$ cat config.mk
export PLATFORM = sky130hd
export DESIGN_NAME = clk_source_sel
export DESIGN_NICKNAME = d
export VERILOG_FILES = /design/src/shared/clk_sel_pkg.sv /design/src/hdl/freq_synth.sv /design/src/hdl/clk_source_sel.sv
export SDC_FILE = /design/constraint.sdc
export NUM_CORES = 1
export LEC_CHECK = 0
export BUFFER_PORTS_ARGS = -buffer_cell sky130_fd_sc_hd__buf_4
export CAP_MARGIN = 25
export CORE_MARGIN = 1.5
export CORE_UTILIZATION = 55
export CTS_CLUSTER_DIAMETER = 200
export CTS_CLUSTER_SIZE = 40
export DETAILED_ROUTE_END_ITERATION = 10
export PLACE_DENSITY_LB_ADDON = 0.05
export SLEW_MARGIN = 10
export SYNTH_ARGS = -nofsm -noshare
export SYNTH_HDL_FRONTEND = slang
export SYNTH_HIERARCHICAL = 1
export SYNTH_SLANG_ARGS = --single-unit
$ cat constraint.sdc
create_clock -name core_clk -period 10.11 [get_ports core_clk]
set_clock_uncertainty 0.05 [all_clocks]
set_input_delay 2.022 -clock core_clk [delete_from_list [all_inputs] [get_ports core_clk]]
set_output_delay 2.022 -clock core_clk [all_outputs]
set_load 0.02 [all_outputs]
$ cat src/shared/clk_sel_pkg.sv
// constants and types for the processor clock source selector
//------------------------------------------------------------
//------------------------------------------------------------
package clk_sel_pkg;

  // clock source of the processor
  typedef enum logic [1:0] {SRC_INPUT, SRC_SYNTH, SRC_SLOW} src_t;

  // defaults of the block parameters
  localparam int SYNTH_MULT     = 4;     // synthesizer multiple of the input clock
  localparam int SLOW_DIV       = 64;    // core cycles per slow clock tick
  localparam int MIN_GAP        = 2;     // least core cycles between processor ticks
  localparam int SWITCH_TIMEOUT = 255;   // idle cycles before forcing a switch
  localparam int CNT_W          = 16;    // width of period and phase counters
  localparam int LOCK_EDGES     = 2;     // input edges measured before lock

  // values after reset
  localparam logic       RST_SYNTH_PWR = 1'h0;
  localparam logic [1:0] RST_ACTIVE    = 2'h0;

endpackage : clk_sel_pkg

$ cat src/hdl/freq_synth.sv
// frequency synthesizer model producing MULT ticks per input clock period
`timescale 1ns/10ps
module freq_synth #(
  parameter int MULT  = clk_sel_pkg::SYNTH_MULT,
  parameter int CNT_W = clk_sel_pkg::CNT_W
) (
  // clock and reset
  input  wire logic core_clk,
  input  wire logic arst_n,
  // control and reference
  input  wire logic power_on,
  input  wire logic ref_edge,
  // output
  output logic      tick,
  output logic      locked
);

  logic [CNT_W-1:0] per_cnt_q;
  logic [CNT_W-1:0] period_q;
  logic [CNT_W-1:0] phase_q;
  logic [CNT_W-1:0] issued_q;
  logic [1:0]       edges_q;
  logic [CNT_W-1:0] step;
  logic             mid_tick;

  // spacing of ticks inside one input period, at least one cycle
  always_comb
  begin
    step = period_q / CNT_W'(MULT);
    if (step == '0)
      step = CNT_W'(1);
  end

  assign mid_tick = locked && !ref_edge && (phase_q == step - CNT_W'(1))
                    && (issued_q < CNT_W'(MULT));

  // ticks: one on each input edge, the rest evenly spaced
  assign tick = power_on && locked && (ref_edge || mid_tick);

  // measure the input clock period
  always_ff @(posedge core_clk or negedge arst_n)
  begin
    if (!arst_n)
    begin
      per_cnt_q <= '0;
      period_q  <= '0;
    end
    else if (!power_on)
    begin
      per_cnt_q <= '0;
      period_q  <= '0;
    end
    else if (ref_edge)
    begin
      per_cnt_q <= '0;
      period_q  <= per_cnt_q + CNT_W'(1);
    end
    else if (per_cnt_q != '1)
      per_cnt_q <= per_cnt_q + CNT_W'(1);
  end

  // phase within the period and number of ticks issued
  always_ff @(posedge core_clk or negedge arst_n)
  begin
    if (!arst_n)
    begin
      phase_q  <= '0;
      issued_q <= '0;
    end
    else if (!power_on || ref_edge)
    begin
      phase_q  <= '0;
      issued_q <= CNT_W'(1);
    end
    else if (mid_tick)
    begin
      phase_q  <= '0;
      issued_q <= issued_q + CNT_W'(1);
    end
    else if (phase_q != '1)
      phase_q <= phase_q + CNT_W'(1);
  end

  // lock once enough input periods have been measured
  always_ff @(posedge core_clk or negedge arst_n)
  begin
    if (!arst_n)
      edges_q <= '0;
    else if (!power_on)
      edges_q <= '0;
    else if (ref_edge && edges_q != 2'(clk_sel_pkg::LOCK_EDGES))
      edges_q <= edges_q + 2'h1;
  end

  assign locked = power_on && (edges_q == 2'(clk_sel_pkg::LOCK_EDGES));

endmodule : freq_synth

$ cat src/hdl/clk_source_sel.sv
// processor clock source selector producing a processor clock enable
`timescale 1ns/10ps
module clk_source_sel #(
  parameter int MULT           = clk_sel_pkg::SYNTH_MULT,
  parameter int SLOW_DIV       = clk_sel_pkg::SLOW_DIV,
  parameter int MIN_GAP        = clk_sel_pkg::MIN_GAP,
  parameter int SWITCH_TIMEOUT = clk_sel_pkg::SWITCH_TIMEOUT
) (
  // clock and reset
  input  wire logic       core_clk,
  input  wire logic       arst_n,
  // external input clocks, sampled levels
  input  wire logic       ext_clock_in,
  input  wire logic       ext_clock_in_alt,
  input  wire logic       alt_in_sel,
  // source selections from software
  input  wire logic       synth_sel,
  input  wire logic       slow_sel,
  // external stop pin
  input  wire logic       clk_stop,
  // processor clock and status
  output logic            proc_clk_en,
  output logic [1:0]      active_src,
  output logic            synth_powered,
  output logic            synth_locked,
  output logic            clk_stopped
);

  //------------------------------------------------------------
  // helpers
  //------------------------------------------------------------
  // one step of a cycle counter that stops at its top value
  function automatic logic [7:0] sat_inc8(input logic [7:0] value);
    if (value == 8'hFF)
      return value;
    else
      return value + 8'h01;
  endfunction : sat_inc8

  //------------------------------------------------------------
  // input clock edge detection
  //------------------------------------------------------------
  logic in_q;
  logic in_prev_q;
  logic in_rise;

  // sample the chosen input pin, one tick per rising edge
  always_ff @(posedge core_clk or negedge arst_n)
  begin
    if (!arst_n)
    begin
      in_q      <= 1'h0;
      in_prev_q <= 1'h0;
    end
    else
    begin
      in_q      <= alt_in_sel ? ext_clock_in_alt : ext_clock_in;
      in_prev_q <= in_q;
    end
  end

  // a pin already high at release counts as a rise; MIN_GAP spaces the first phase
  assign in_rise = in_q && !in_prev_q;

  //------------------------------------------------------------
  // synthesizer power and instance
  //------------------------------------------------------------
  logic synth_pwr_q;
  logic synth_tick;
  logic synth_lock;

  // powered only by its own selection, so the slow clock leaves it running
  // deselecting it powers it down on the next core cycle, whatever the active source
  always_ff @(posedge core_clk or negedge arst_n)
  begin
    if (!arst_n)
      synth_pwr_q <= clk_sel_pkg::RST_SYNTH_PWR;
    else
      synth_pwr_q <= synth_sel;
  end

  freq_synth #(
    .MULT  (MULT),
    .CNT_W (clk_sel_pkg::CNT_W)
  ) u_synth (
    .core_clk (core_clk),
    .arst_n   (arst_n),
    .power_on (synth_pwr_q),
    .ref_edge (in_rise),
    .tick     (synth_tick),
    .locked   (synth_lock)
  );

  //------------------------------------------------------------
  // slow clock divider
  //------------------------------------------------------------
  logic [15:0] slow_cnt_q;
  logic        slow_tick;

  // one enable pulse every SLOW_DIV core cycles
  // free running: the first slow phase after a switch may be short, MIN_GAP still holds
  always_ff @(posedge core_clk or negedge arst_n)
  begin
    if (!arst_n)
      slow_cnt_q <= '0;
    else if (slow_cnt_q == 16'(SLOW_DIV - 1))
      slow_cnt_q <= '0;
    else
      slow_cnt_q <= slow_cnt_q + 16'h0001;
  end

  assign slow_tick = (slow_cnt_q == 16'(SLOW_DIV - 1));

  //------------------------------------------------------------
  // source choice and clean switching
  //------------------------------------------------------------
  clk_sel_pkg::src_t want_src;
  clk_sel_pkg::src_t cur_src_q;
  logic              cur_tick;
  logic [7:0]        gap_q;
  logic [7:0]        idle_q;
  logic              do_switch;
  logic              emit;

  // slow clock first, synthesizer only once locked, else the input clock
  // an unlocked synthesizer is never used, so no half-measured period reaches the core
  always_comb
  begin
    if (slow_sel)
      want_src = clk_sel_pkg::SRC_SLOW;
    else if (synth_sel && synth_lock)
      want_src = clk_sel_pkg::SRC_SYNTH;
    else
      want_src = clk_sel_pkg::SRC_INPUT;
  end

  // tick of the source now driving the processor
  // ticks of the other sources never reach the processor
  always_comb
  begin
    unique case (cur_src_q)
      clk_sel_pkg::SRC_INPUT: cur_tick = in_rise;
      clk_sel_pkg::SRC_SYNTH: cur_tick = synth_tick;
      clk_sel_pkg::SRC_SLOW:  cur_tick = slow_tick;
      default:                cur_tick = 1'h0;
    endcase
  end

  // change only on a boundary of the old source, or once it has gone quiet;
  // quiet is judged on the old source, so a stopped processor cannot hold it back
  assign do_switch = (want_src != cur_src_q)
                     && (cur_tick || idle_q >= 8'(SWITCH_TIMEOUT));

  always_ff @(posedge core_clk or negedge arst_n)
  begin
    if (!arst_n)
      cur_src_q <= clk_sel_pkg::SRC_INPUT;
    else if (do_switch)
      cur_src_q <= want_src;
  end

  // ticks closer than MIN_GAP are held back, no runt phases
  assign emit = cur_tick && !clk_stop
                && (gap_q >= 8'(MIN_GAP - 1));

  // cycles since the last processor tick, saturating
  always_ff @(posedge core_clk or negedge arst_n)
  begin
    if (!arst_n)
      gap_q <= '0;
    else if (emit)
      gap_q <= '0;
    else
      gap_q <= sat_inc8(gap_q);
  end

  //------------------------------------------------------------
  // quiet detection of the current source
  //------------------------------------------------------------
  // cycles since the current source last ticked, saturating; a dead source
  // (a synthesizer just powered down) is left after SWITCH_TIMEOUT cycles
  always_ff @(posedge core_clk or negedge arst_n)
  begin
    if (!arst_n)
      idle_q <= '0;
    else if (cur_tick || do_switch)
      idle_q <= '0;
    else
      idle_q <= sat_inc8(idle_q);
  end

  //------------------------------------------------------------
  // registered outputs
  //------------------------------------------------------------
  // processor clock enable, gated by the stop pin
  // a tick dropped for spacing or by the stop pin is not made up later
  always_ff @(posedge core_clk or negedge arst_n)
  begin
    if (!arst_n)
      proc_clk_en <= 1'h0;
    else
      proc_clk_en <= emit;
  end

  // status seen by the rest of the processor
  // each status follows its source one cycle late
  always_ff @(posedge core_clk or negedge arst_n)
  begin
    if (!arst_n)
    begin
      active_src    <= clk_sel_pkg::RST_ACTIVE;
      synth_powered <= clk_sel_pkg::RST_SYNTH_PWR;
      synth_locked  <= 1'h0;
      clk_stopped   <= 1'h0;
    end
    else
    begin
      active_src    <= cur_src_q;
      synth_powered <= synth_pwr_q;
      synth_locked  <= synth_lock;
      clk_stopped   <= clk_stop;
    end
  end

endmodule : clk_source_sel

Yosys cells after proc, flatten, opt, wreduce, memory -nomap -nowiden
Cells that the tools add are included.
Storage, ports and cells
  input bits: 8
  register bits after elaboration: 109
  logic and storage cells: 90
  output and inout bits: 6
Operators by class
  $lt $le $gt $ge: 3
  eq/ne operators: 16
  muxes and demuxes: 22
  reduce and logical (&&, ||, !) cells: 24
  add/subtract/negate cells: 8
Operators with widths (number)
  $mux 16: 11
  $add 16x1->16 const B: 4
  $mux 8: 4
  $ne 16x16->1 const B: 2
  $add 8x1->8 const B: 2
  $eq 16x16->1: 1
  $eq 16x6->1 const B: 1
  $eq 8x8->1 const B: 2
  $logic_not 16->1: 1
  $lt 16x3->1 const B: 1
  $sub 14x1->15 const B: 1
  $mux 14: 1
  $logic_and 1x1->1: 12
  $ge 8x1->1 const B: 1
  $ge 8x8->1 const B: 1
  $mux 2: 3
  $ne 2x2->1 const B: 3
  $eq 2x2->1 const B: 2
  $logic_not 1->1: 4
  $logic_or 1x1->1: 4
  $ne 2x1->1 const B: 2
  $ne 3x1->1 const B: 1
  $pmux 1 s3: 1
  $reduce_bool 3->1: 1
  6 further kinds: 7

Depth between registers and ports, before layout
  depth in word-level cells: 13
  depth in mapped cells: 18
  mapped depth without buffers: 15

Modules after synthesis
The synthesis kept the hierarchy.
By module, submodules not included
  freq_synth: cells an instance 347, sequential area each 1601.5 um2, area an instance 3412.0 um2, times used 1
  clk_source_sel: cells an instance 195, sequential area each 1076.0 um2, area an instance 2082.0 um2, times used 1

Worst setup path before layout
OpenSTA, ideal clock, no wires.
  path type: register -> register
  from: reg u_synth.period_q[9]
  to: reg idle_q[2]
  arrival time: 3.706 ns
  data required time: 9.912 ns
  library setup time: 0.148 ns
  buffers on the path: 2
  path slack: 6.207 ns
  period minus slack after synthesis: 3.903 ns
  stages on the path, launching flop included: 18
  cells stage by stage: dfrtp_1 buf_6 or4_4 buf_6 nor4_1 nor2_1 ha_1 or3b_1 o21ai_0 a2111oi_0 nand4_1 nor4_2 nand3_1 a21boi_0 nand3b_1 nor2b_1 o21ai_0 nor4_1
Between the ends
  word-level cells in the longest chain between the ends: 13
  elaborated cells between the ends (all ways): 14
  classes of those cells: 1 x add/sub; 2 x eq/ne; 3 x mux; 8 x reduce/logical
RTL lines
  from (decl): RTL line freq_synth.sv:19  | logic [CNT_W-1:0] period_q;
  from (signal assigned): RTL line freq_synth.sv:56  | period_q <= per_cnt_q + CNT_W'(1);
  $logic_not 16->1: RTL line freq_synth.sv:30  | if (step == '0)
  $mux 14 *: RTL line freq_synth.sv:30
  $sub 14x1->15 *: RTL line freq_synth.sv:34  | assign mid_tick = locked && !ref_edge && (phase_q == step - CNT_W'(1))
  $eq 16x16->1 *: RTL line freq_synth.sv:34
  $logic_and 1x1->1 *: RTL line freq_synth.sv:34
  $logic_and 1x1->1 *: RTL line freq_synth.sv:35  | && (issued_q < CNT_W'(MULT));
  $logic_or 1x1->1 *: RTL line freq_synth.sv:38  | assign tick = power_on && locked && (ref_edge || mid_tick);
  $logic_and 1x1->1 *: RTL line freq_synth.sv:38
  net synth_tick: RTL line clk_source_sel.sv:69  | logic synth_tick;
  $pmux 1 s3 *: RTL line clk_source_sel.sv:141  | unique case (cur_src_q)
  $logic_or 1x1->1: RTL line clk_source_sel.sv:152  | && (cur_tick || idle_q >= 8'(SWITCH_TIMEOUT));
  $logic_and 1x1->1: RTL line clk_source_sel.sv:152
  $logic_or 1x1->1 *: RTL line clk_source_sel.sv:186  | else if (cur_tick || do_switch)
  $ne 2x2->1 (no source line) or $mux 8 (tied branches)
  to (signal assigned): RTL line clk_source_sel.sv:189  | idle_q <= sat_inc8(idle_q);
  to (decl): RTL line clk_source_sel.sv:121  | logic [7:0] idle_q;
The timed path passes the listed nets; every way through them passes the cells marked *.
A chain may end at the register's enable or synchronous reset.

Final worst setup path
  from: reg u_synth.period_q[2]
  to: reg idle_q[2]
The elaborated chain is that of the path after synthesis.

==> run_results.csv <==
group,metric,value,unit
floorplanning,row_count,36,
setup_path,reg2reg_depth,15,
timing,timing.final.ws_setup,5.598,ns
detailed_routing,vias_per_cell,5.865,
synth,synth_cell_type_count,61,
synth,ys.flop_type,"dfrtp_1",
setup_path,r2r_slack,5.60,ns
job,maxCapViolCount,0,
min_path,min_from,"in_q$_DFF_PN0_",
global_route,grt_overflow,0,
timing,timing.final.hold_violations,0,
cells_and_area,antennaDiodeCount,0,
min_path,hold_end,"in_prev_q$_DFF_PN0_",
cells_and_area,drive_gt1_frac,0.09455,
clock_tree,clock_latency,0.38,ns
floorplanning,coreArea,0.009729,mm^2
clock_tree,cts_made_buffers,9,
floorplanning,io_pins,14,
status,status,"completed",
synth,syn_area,0.005494,mm^2
placed_design,numPlacedInstances,666,
setup_path,cp.arrival,4.71,ns
floorplanning,die_y,102.9,um
setup_path,crit_slowest_cell,"or4_1",
global_route,grtUsageTotal,0.2217,
placed_design,place_hpwl,7.494,mm
synth,synth_seq_area_share,0.4874,
detailed_routing,dr.pass1.iters,4,
synth,synth-seq-cells,107,
timing,rsz0062_at_grt,"no",
synth,synth-xor-area-share,0.08449,
placed_design,port_buffers,13,
clock_tree,cts_tree,"done",
detailed_routing,drt_iter0_markers,117,
clock_tree,root_buffer,"clkbuf_8",
detailed_routing,num_vias,4006,
setup_path,required,10.30,ns
setup_path,rr_endpoint,"idle_q[2]$_DFFE_PN0P_",
synth,syn_area_per_cell,10.14,um^2
synth,synth_mux_area_frac,0.02255,
cells_and_area,fin_nets,563,
clock_tree,cts_resized,0,
setup_path,cp_cell_sequence,"or4_1, nor4_1, nor2_1, ha_1, or3b_1, o21ai_0, a2111oi_0, nand4_1, nor4_2, nand3_1, a21boi_0, nand3b_1, nor2b_1, o21ai_0, nor4_1",
pwr,vdd.ir_drop.worst,0.1336,mV
detailed_routing,wl_per_cell,15.76,um
synth,synth_compound_area_frac,0.1084,
detailed_routing,wl,10.76,mm
min_path,hold_class,"flop to flop",
floorplanning,start_util,0.5647,
timing,worst_pin_slew,0.8416,ns
synth,synth_fa_ha_area_frac,0.02277,
timing,finalCritPeriodShare,0.4463,
timing,fmax,0.2216,GHz
synth,synth-edff-count,0,
setup_path,cp-start-kind,"flop",
floorplanning,die_width,102.9,um
global_route,grt_pass1_wl,18.13,mm
pwr,cellLeakagePower,2.668,nW
timing,period_needed,4.512,ns
pwr,power_density,165.1,mW/mm^2
setup_path,cpPeakStageDelay,0.68,ns
clock_tree,clockBufferDepth,2,
synth,synth-simple-area-share,0.2421,
setup_path,critPathCaptureType,"flop",
placed_design,pre_cts_slack,5.641,ns
synth,async_flop_share,1.000,
clock_tree,clock-sinks,107,
clock_tree,cts_setup_buffers,0,
synth,postSynthNetCount,560,
synth,syn_inst,542,
timing,timing.slew.headroom,0.4338,
timing,tns,0,ns
floorplanning,die_area,0.01060,mm^2
detailed_routing,drc_errors,0,
global_route,antenna_found_initial,0,
detailed_routing,ant_nets,0,
timing,finalMaxSlewViolations,0,
synth,ys_warn_count,6,
global_route,grt_max_degree,76,
min_path,whs_path_depth,0,
clock_tree,htree_num_levels,3,
setup_path,r2r_start,"u_synth/period_q[2]$_DFFE_PN0N_",
clock_tree,hold_buffers,0,
placed_design,gp_congestion,0.8983,
synth,synth_top_family_by_area,"simple AND/OR/NAND/NOR gates",
cells_and_area,syn2layout_area_growth,6.992,%
cells_and_area,instances_no_fill,683,
setup_path,crit_type,"flop to flop",
clock_tree,clk_pin_slew,0.11,ns
global_route,grt_pass1_vias,3858,
timing,setup_viol_count_final,0,
setup_path,cp_max_fo,7,
[where the power goes]
part | switching (W) | internal [W]
registers | 0.0000577 | 0.000470
clock network | 0.000151 | 0.000106
logic | 0.000102 | 0.0000834
[logic make-up after synthesis]
logic type	count (synthesis)
fa+ha+maj	10
mux	12
buf+inv	37
simple gates	233
xor+xnor	53
compound gates	90
flops	107
[cell type report]
type	count	area, um^2
Clock buffer	11	151.4
Clock inverter	5	41.29
Fill cell	846	3851
Inverter	12	45.04
Multi-Input combinational cell	398	2641
Sequential cell	107	2678
Tap cell	133	166.4
Timing Repair Buffer	17	155.1
[state kept, by name, indices dropped and copies added (netlist names), 2 cells and up]
name	cells
slow_cnt_q	16
u_synth/issued_q	16
u_synth/per_cnt_q	16
u_synth/phase_q	16
u_synth/period_q	14
gap_q	8
idle_q	8
active_src	2
cur_src_q	2
u_synth/edges_q	2
[metal layers]
metal | GRT usage | vias to the layer above | share of wire
met3 | 0.06169 | 17 | 0.033
met1 | 0.2879 | 1974 | 0.46
met2 | 0.3568 | 65 | 0.48
li1 | - | 1950 | -
met4 | 0.08108 | 0 | 0.022
met5 | 0 | - | 0
[critical path: cells and delay by family, from the launching register on]
| family | cells | cell delay, ns |
|---|---|---|
| DFF | 1 | 0.45 |
| and+or+nand+nor | 10 | 2.57 |
| adders and majority gates | 1 | 0.26 |
| AOI/OAI and AO/OA | 4 | 1.03 |
[worst max-delay path by stage]
stage / startpoint / end / slack, ns / cells past startpoint
final: u_synth/period_q[2]$_DFFE_PN0N_ / idle_q[2]$_DFFE_PN0P_ / 5.60 / 15
after detailed placement: u_synth/period_q[2]$_DFFE_PN0N_ / idle_q[2]$_DFFE_PN0P_ / 5.64 / 15
after CTS: u_synth/period_q[2]$_DFFE_PN0N_ / idle_q[2]$_DFFE_PN0P_ / 5.60 / 15
after global routing: u_synth/period_q[2]$_DFFE_PN0N_ / idle_q[2]$_DFFE_PN0P_ / 5.30 / 15
after global placement: u_synth/period_q[2]$_DFFE_PN0N_ / idle_q[2]$_DFFE_PN0P_ / 5.81 / 15
after floorplan: u_synth/period_q[9]$_DFFE_PN0N_ / idle_q[2]$_DFFE_PN0P_ / 6.21 / 17
[synth_stat cells, types with 12 or more instances]
cell / n / share of area
a21oi_1: 17 / 0.015
and2_1: 18 / 0.020
clkbuf_1: 19 / 0.013
dfrtp_1: 107 / 0.49
inv_1: 12 / 0.0082
nand2_1: 37 / 0.025
nand3_1: 27 / 0.025
nand4_1: 18 / 0.020
nor2_1: 47 / 0.032
nor4_1: 14 / 0.016
o21ai_0: 33 / 0.030
xnor2_1: 21 / 0.033
xor2_1: 32 / 0.051
[metrics by stage]
step | hold slack [ns] | total power, W | utilization | instance area (um^2)
final | 0.3603 | 0.0009703 | 0.6042 | 5878
after global routing | 0.3810 | 0.001032 | 0.6042 | 5878
after CTS | 0.3629 | 0.0009800 | 0.6013 | 5851
after detailed placement | 0.3342 | 0.0007203 | 0.5815 | 5658
after global placement | 0.3343 | 0.0007108 | 0.5792 | 5635
after floorplan | 0.3019 | 0.0006681 | - | 5494
[cell usage in the layout, fill, tap and decap left out, types with 2 or more instances in the layout]
cell type | synthesis | layout
a31oi_1 | 4 | 4
a21oi_1 | 17 | 17
o21ai_0 | 33 | 33
and2_1 | 18 | 18
dfrtp_1 | 107 | 107
or3_1 | 5 | 5
or2_2 | 2 | 2
nand2_1 | 37 | 37
nor4bb_1 | 2 | 2
xnor2_1 | 21 | 21
a311oi_1 | 3 | 3
nand4_1 | 18 | 18
o211ai_1 | 3 | 3
buf_4 | 0 | 15
o31a_1 | 3 | 3
o211a_1 | 9 | 9
nor3_2 | 3 | 3
or4_1 | 3 | 3
a211oi_1 | 3 | 3
o221ai_1 | 2 | 2
and3_1 | 10 | 10
nand3_1 | 27 | 27
clkbuf_8 | 0 | 11
nand2b_1 | 4 | 4
o21a_1 | 2 | 2
mux2i_1 | 9 | 9
or4_4 | 2 | 2
nor3_1 | 11 | 11
xor2_1 | 32 | 32
nor4_1 | 14 | 14
inv_1 | 12 | 12
mux2_2 | 3 | 3
nor2_1 | 47 | 47
nor4_2 | 3 | 3
nor4b_1 | 4 | 4
ha_1 | 10 | 10
and4_1 | 5 | 5
inv_6 | 0 | 2
nor2b_1 | 4 | 3
nand3b_1 | 4 | 4
Note: power is estimated with default switching activity, not from simulation.
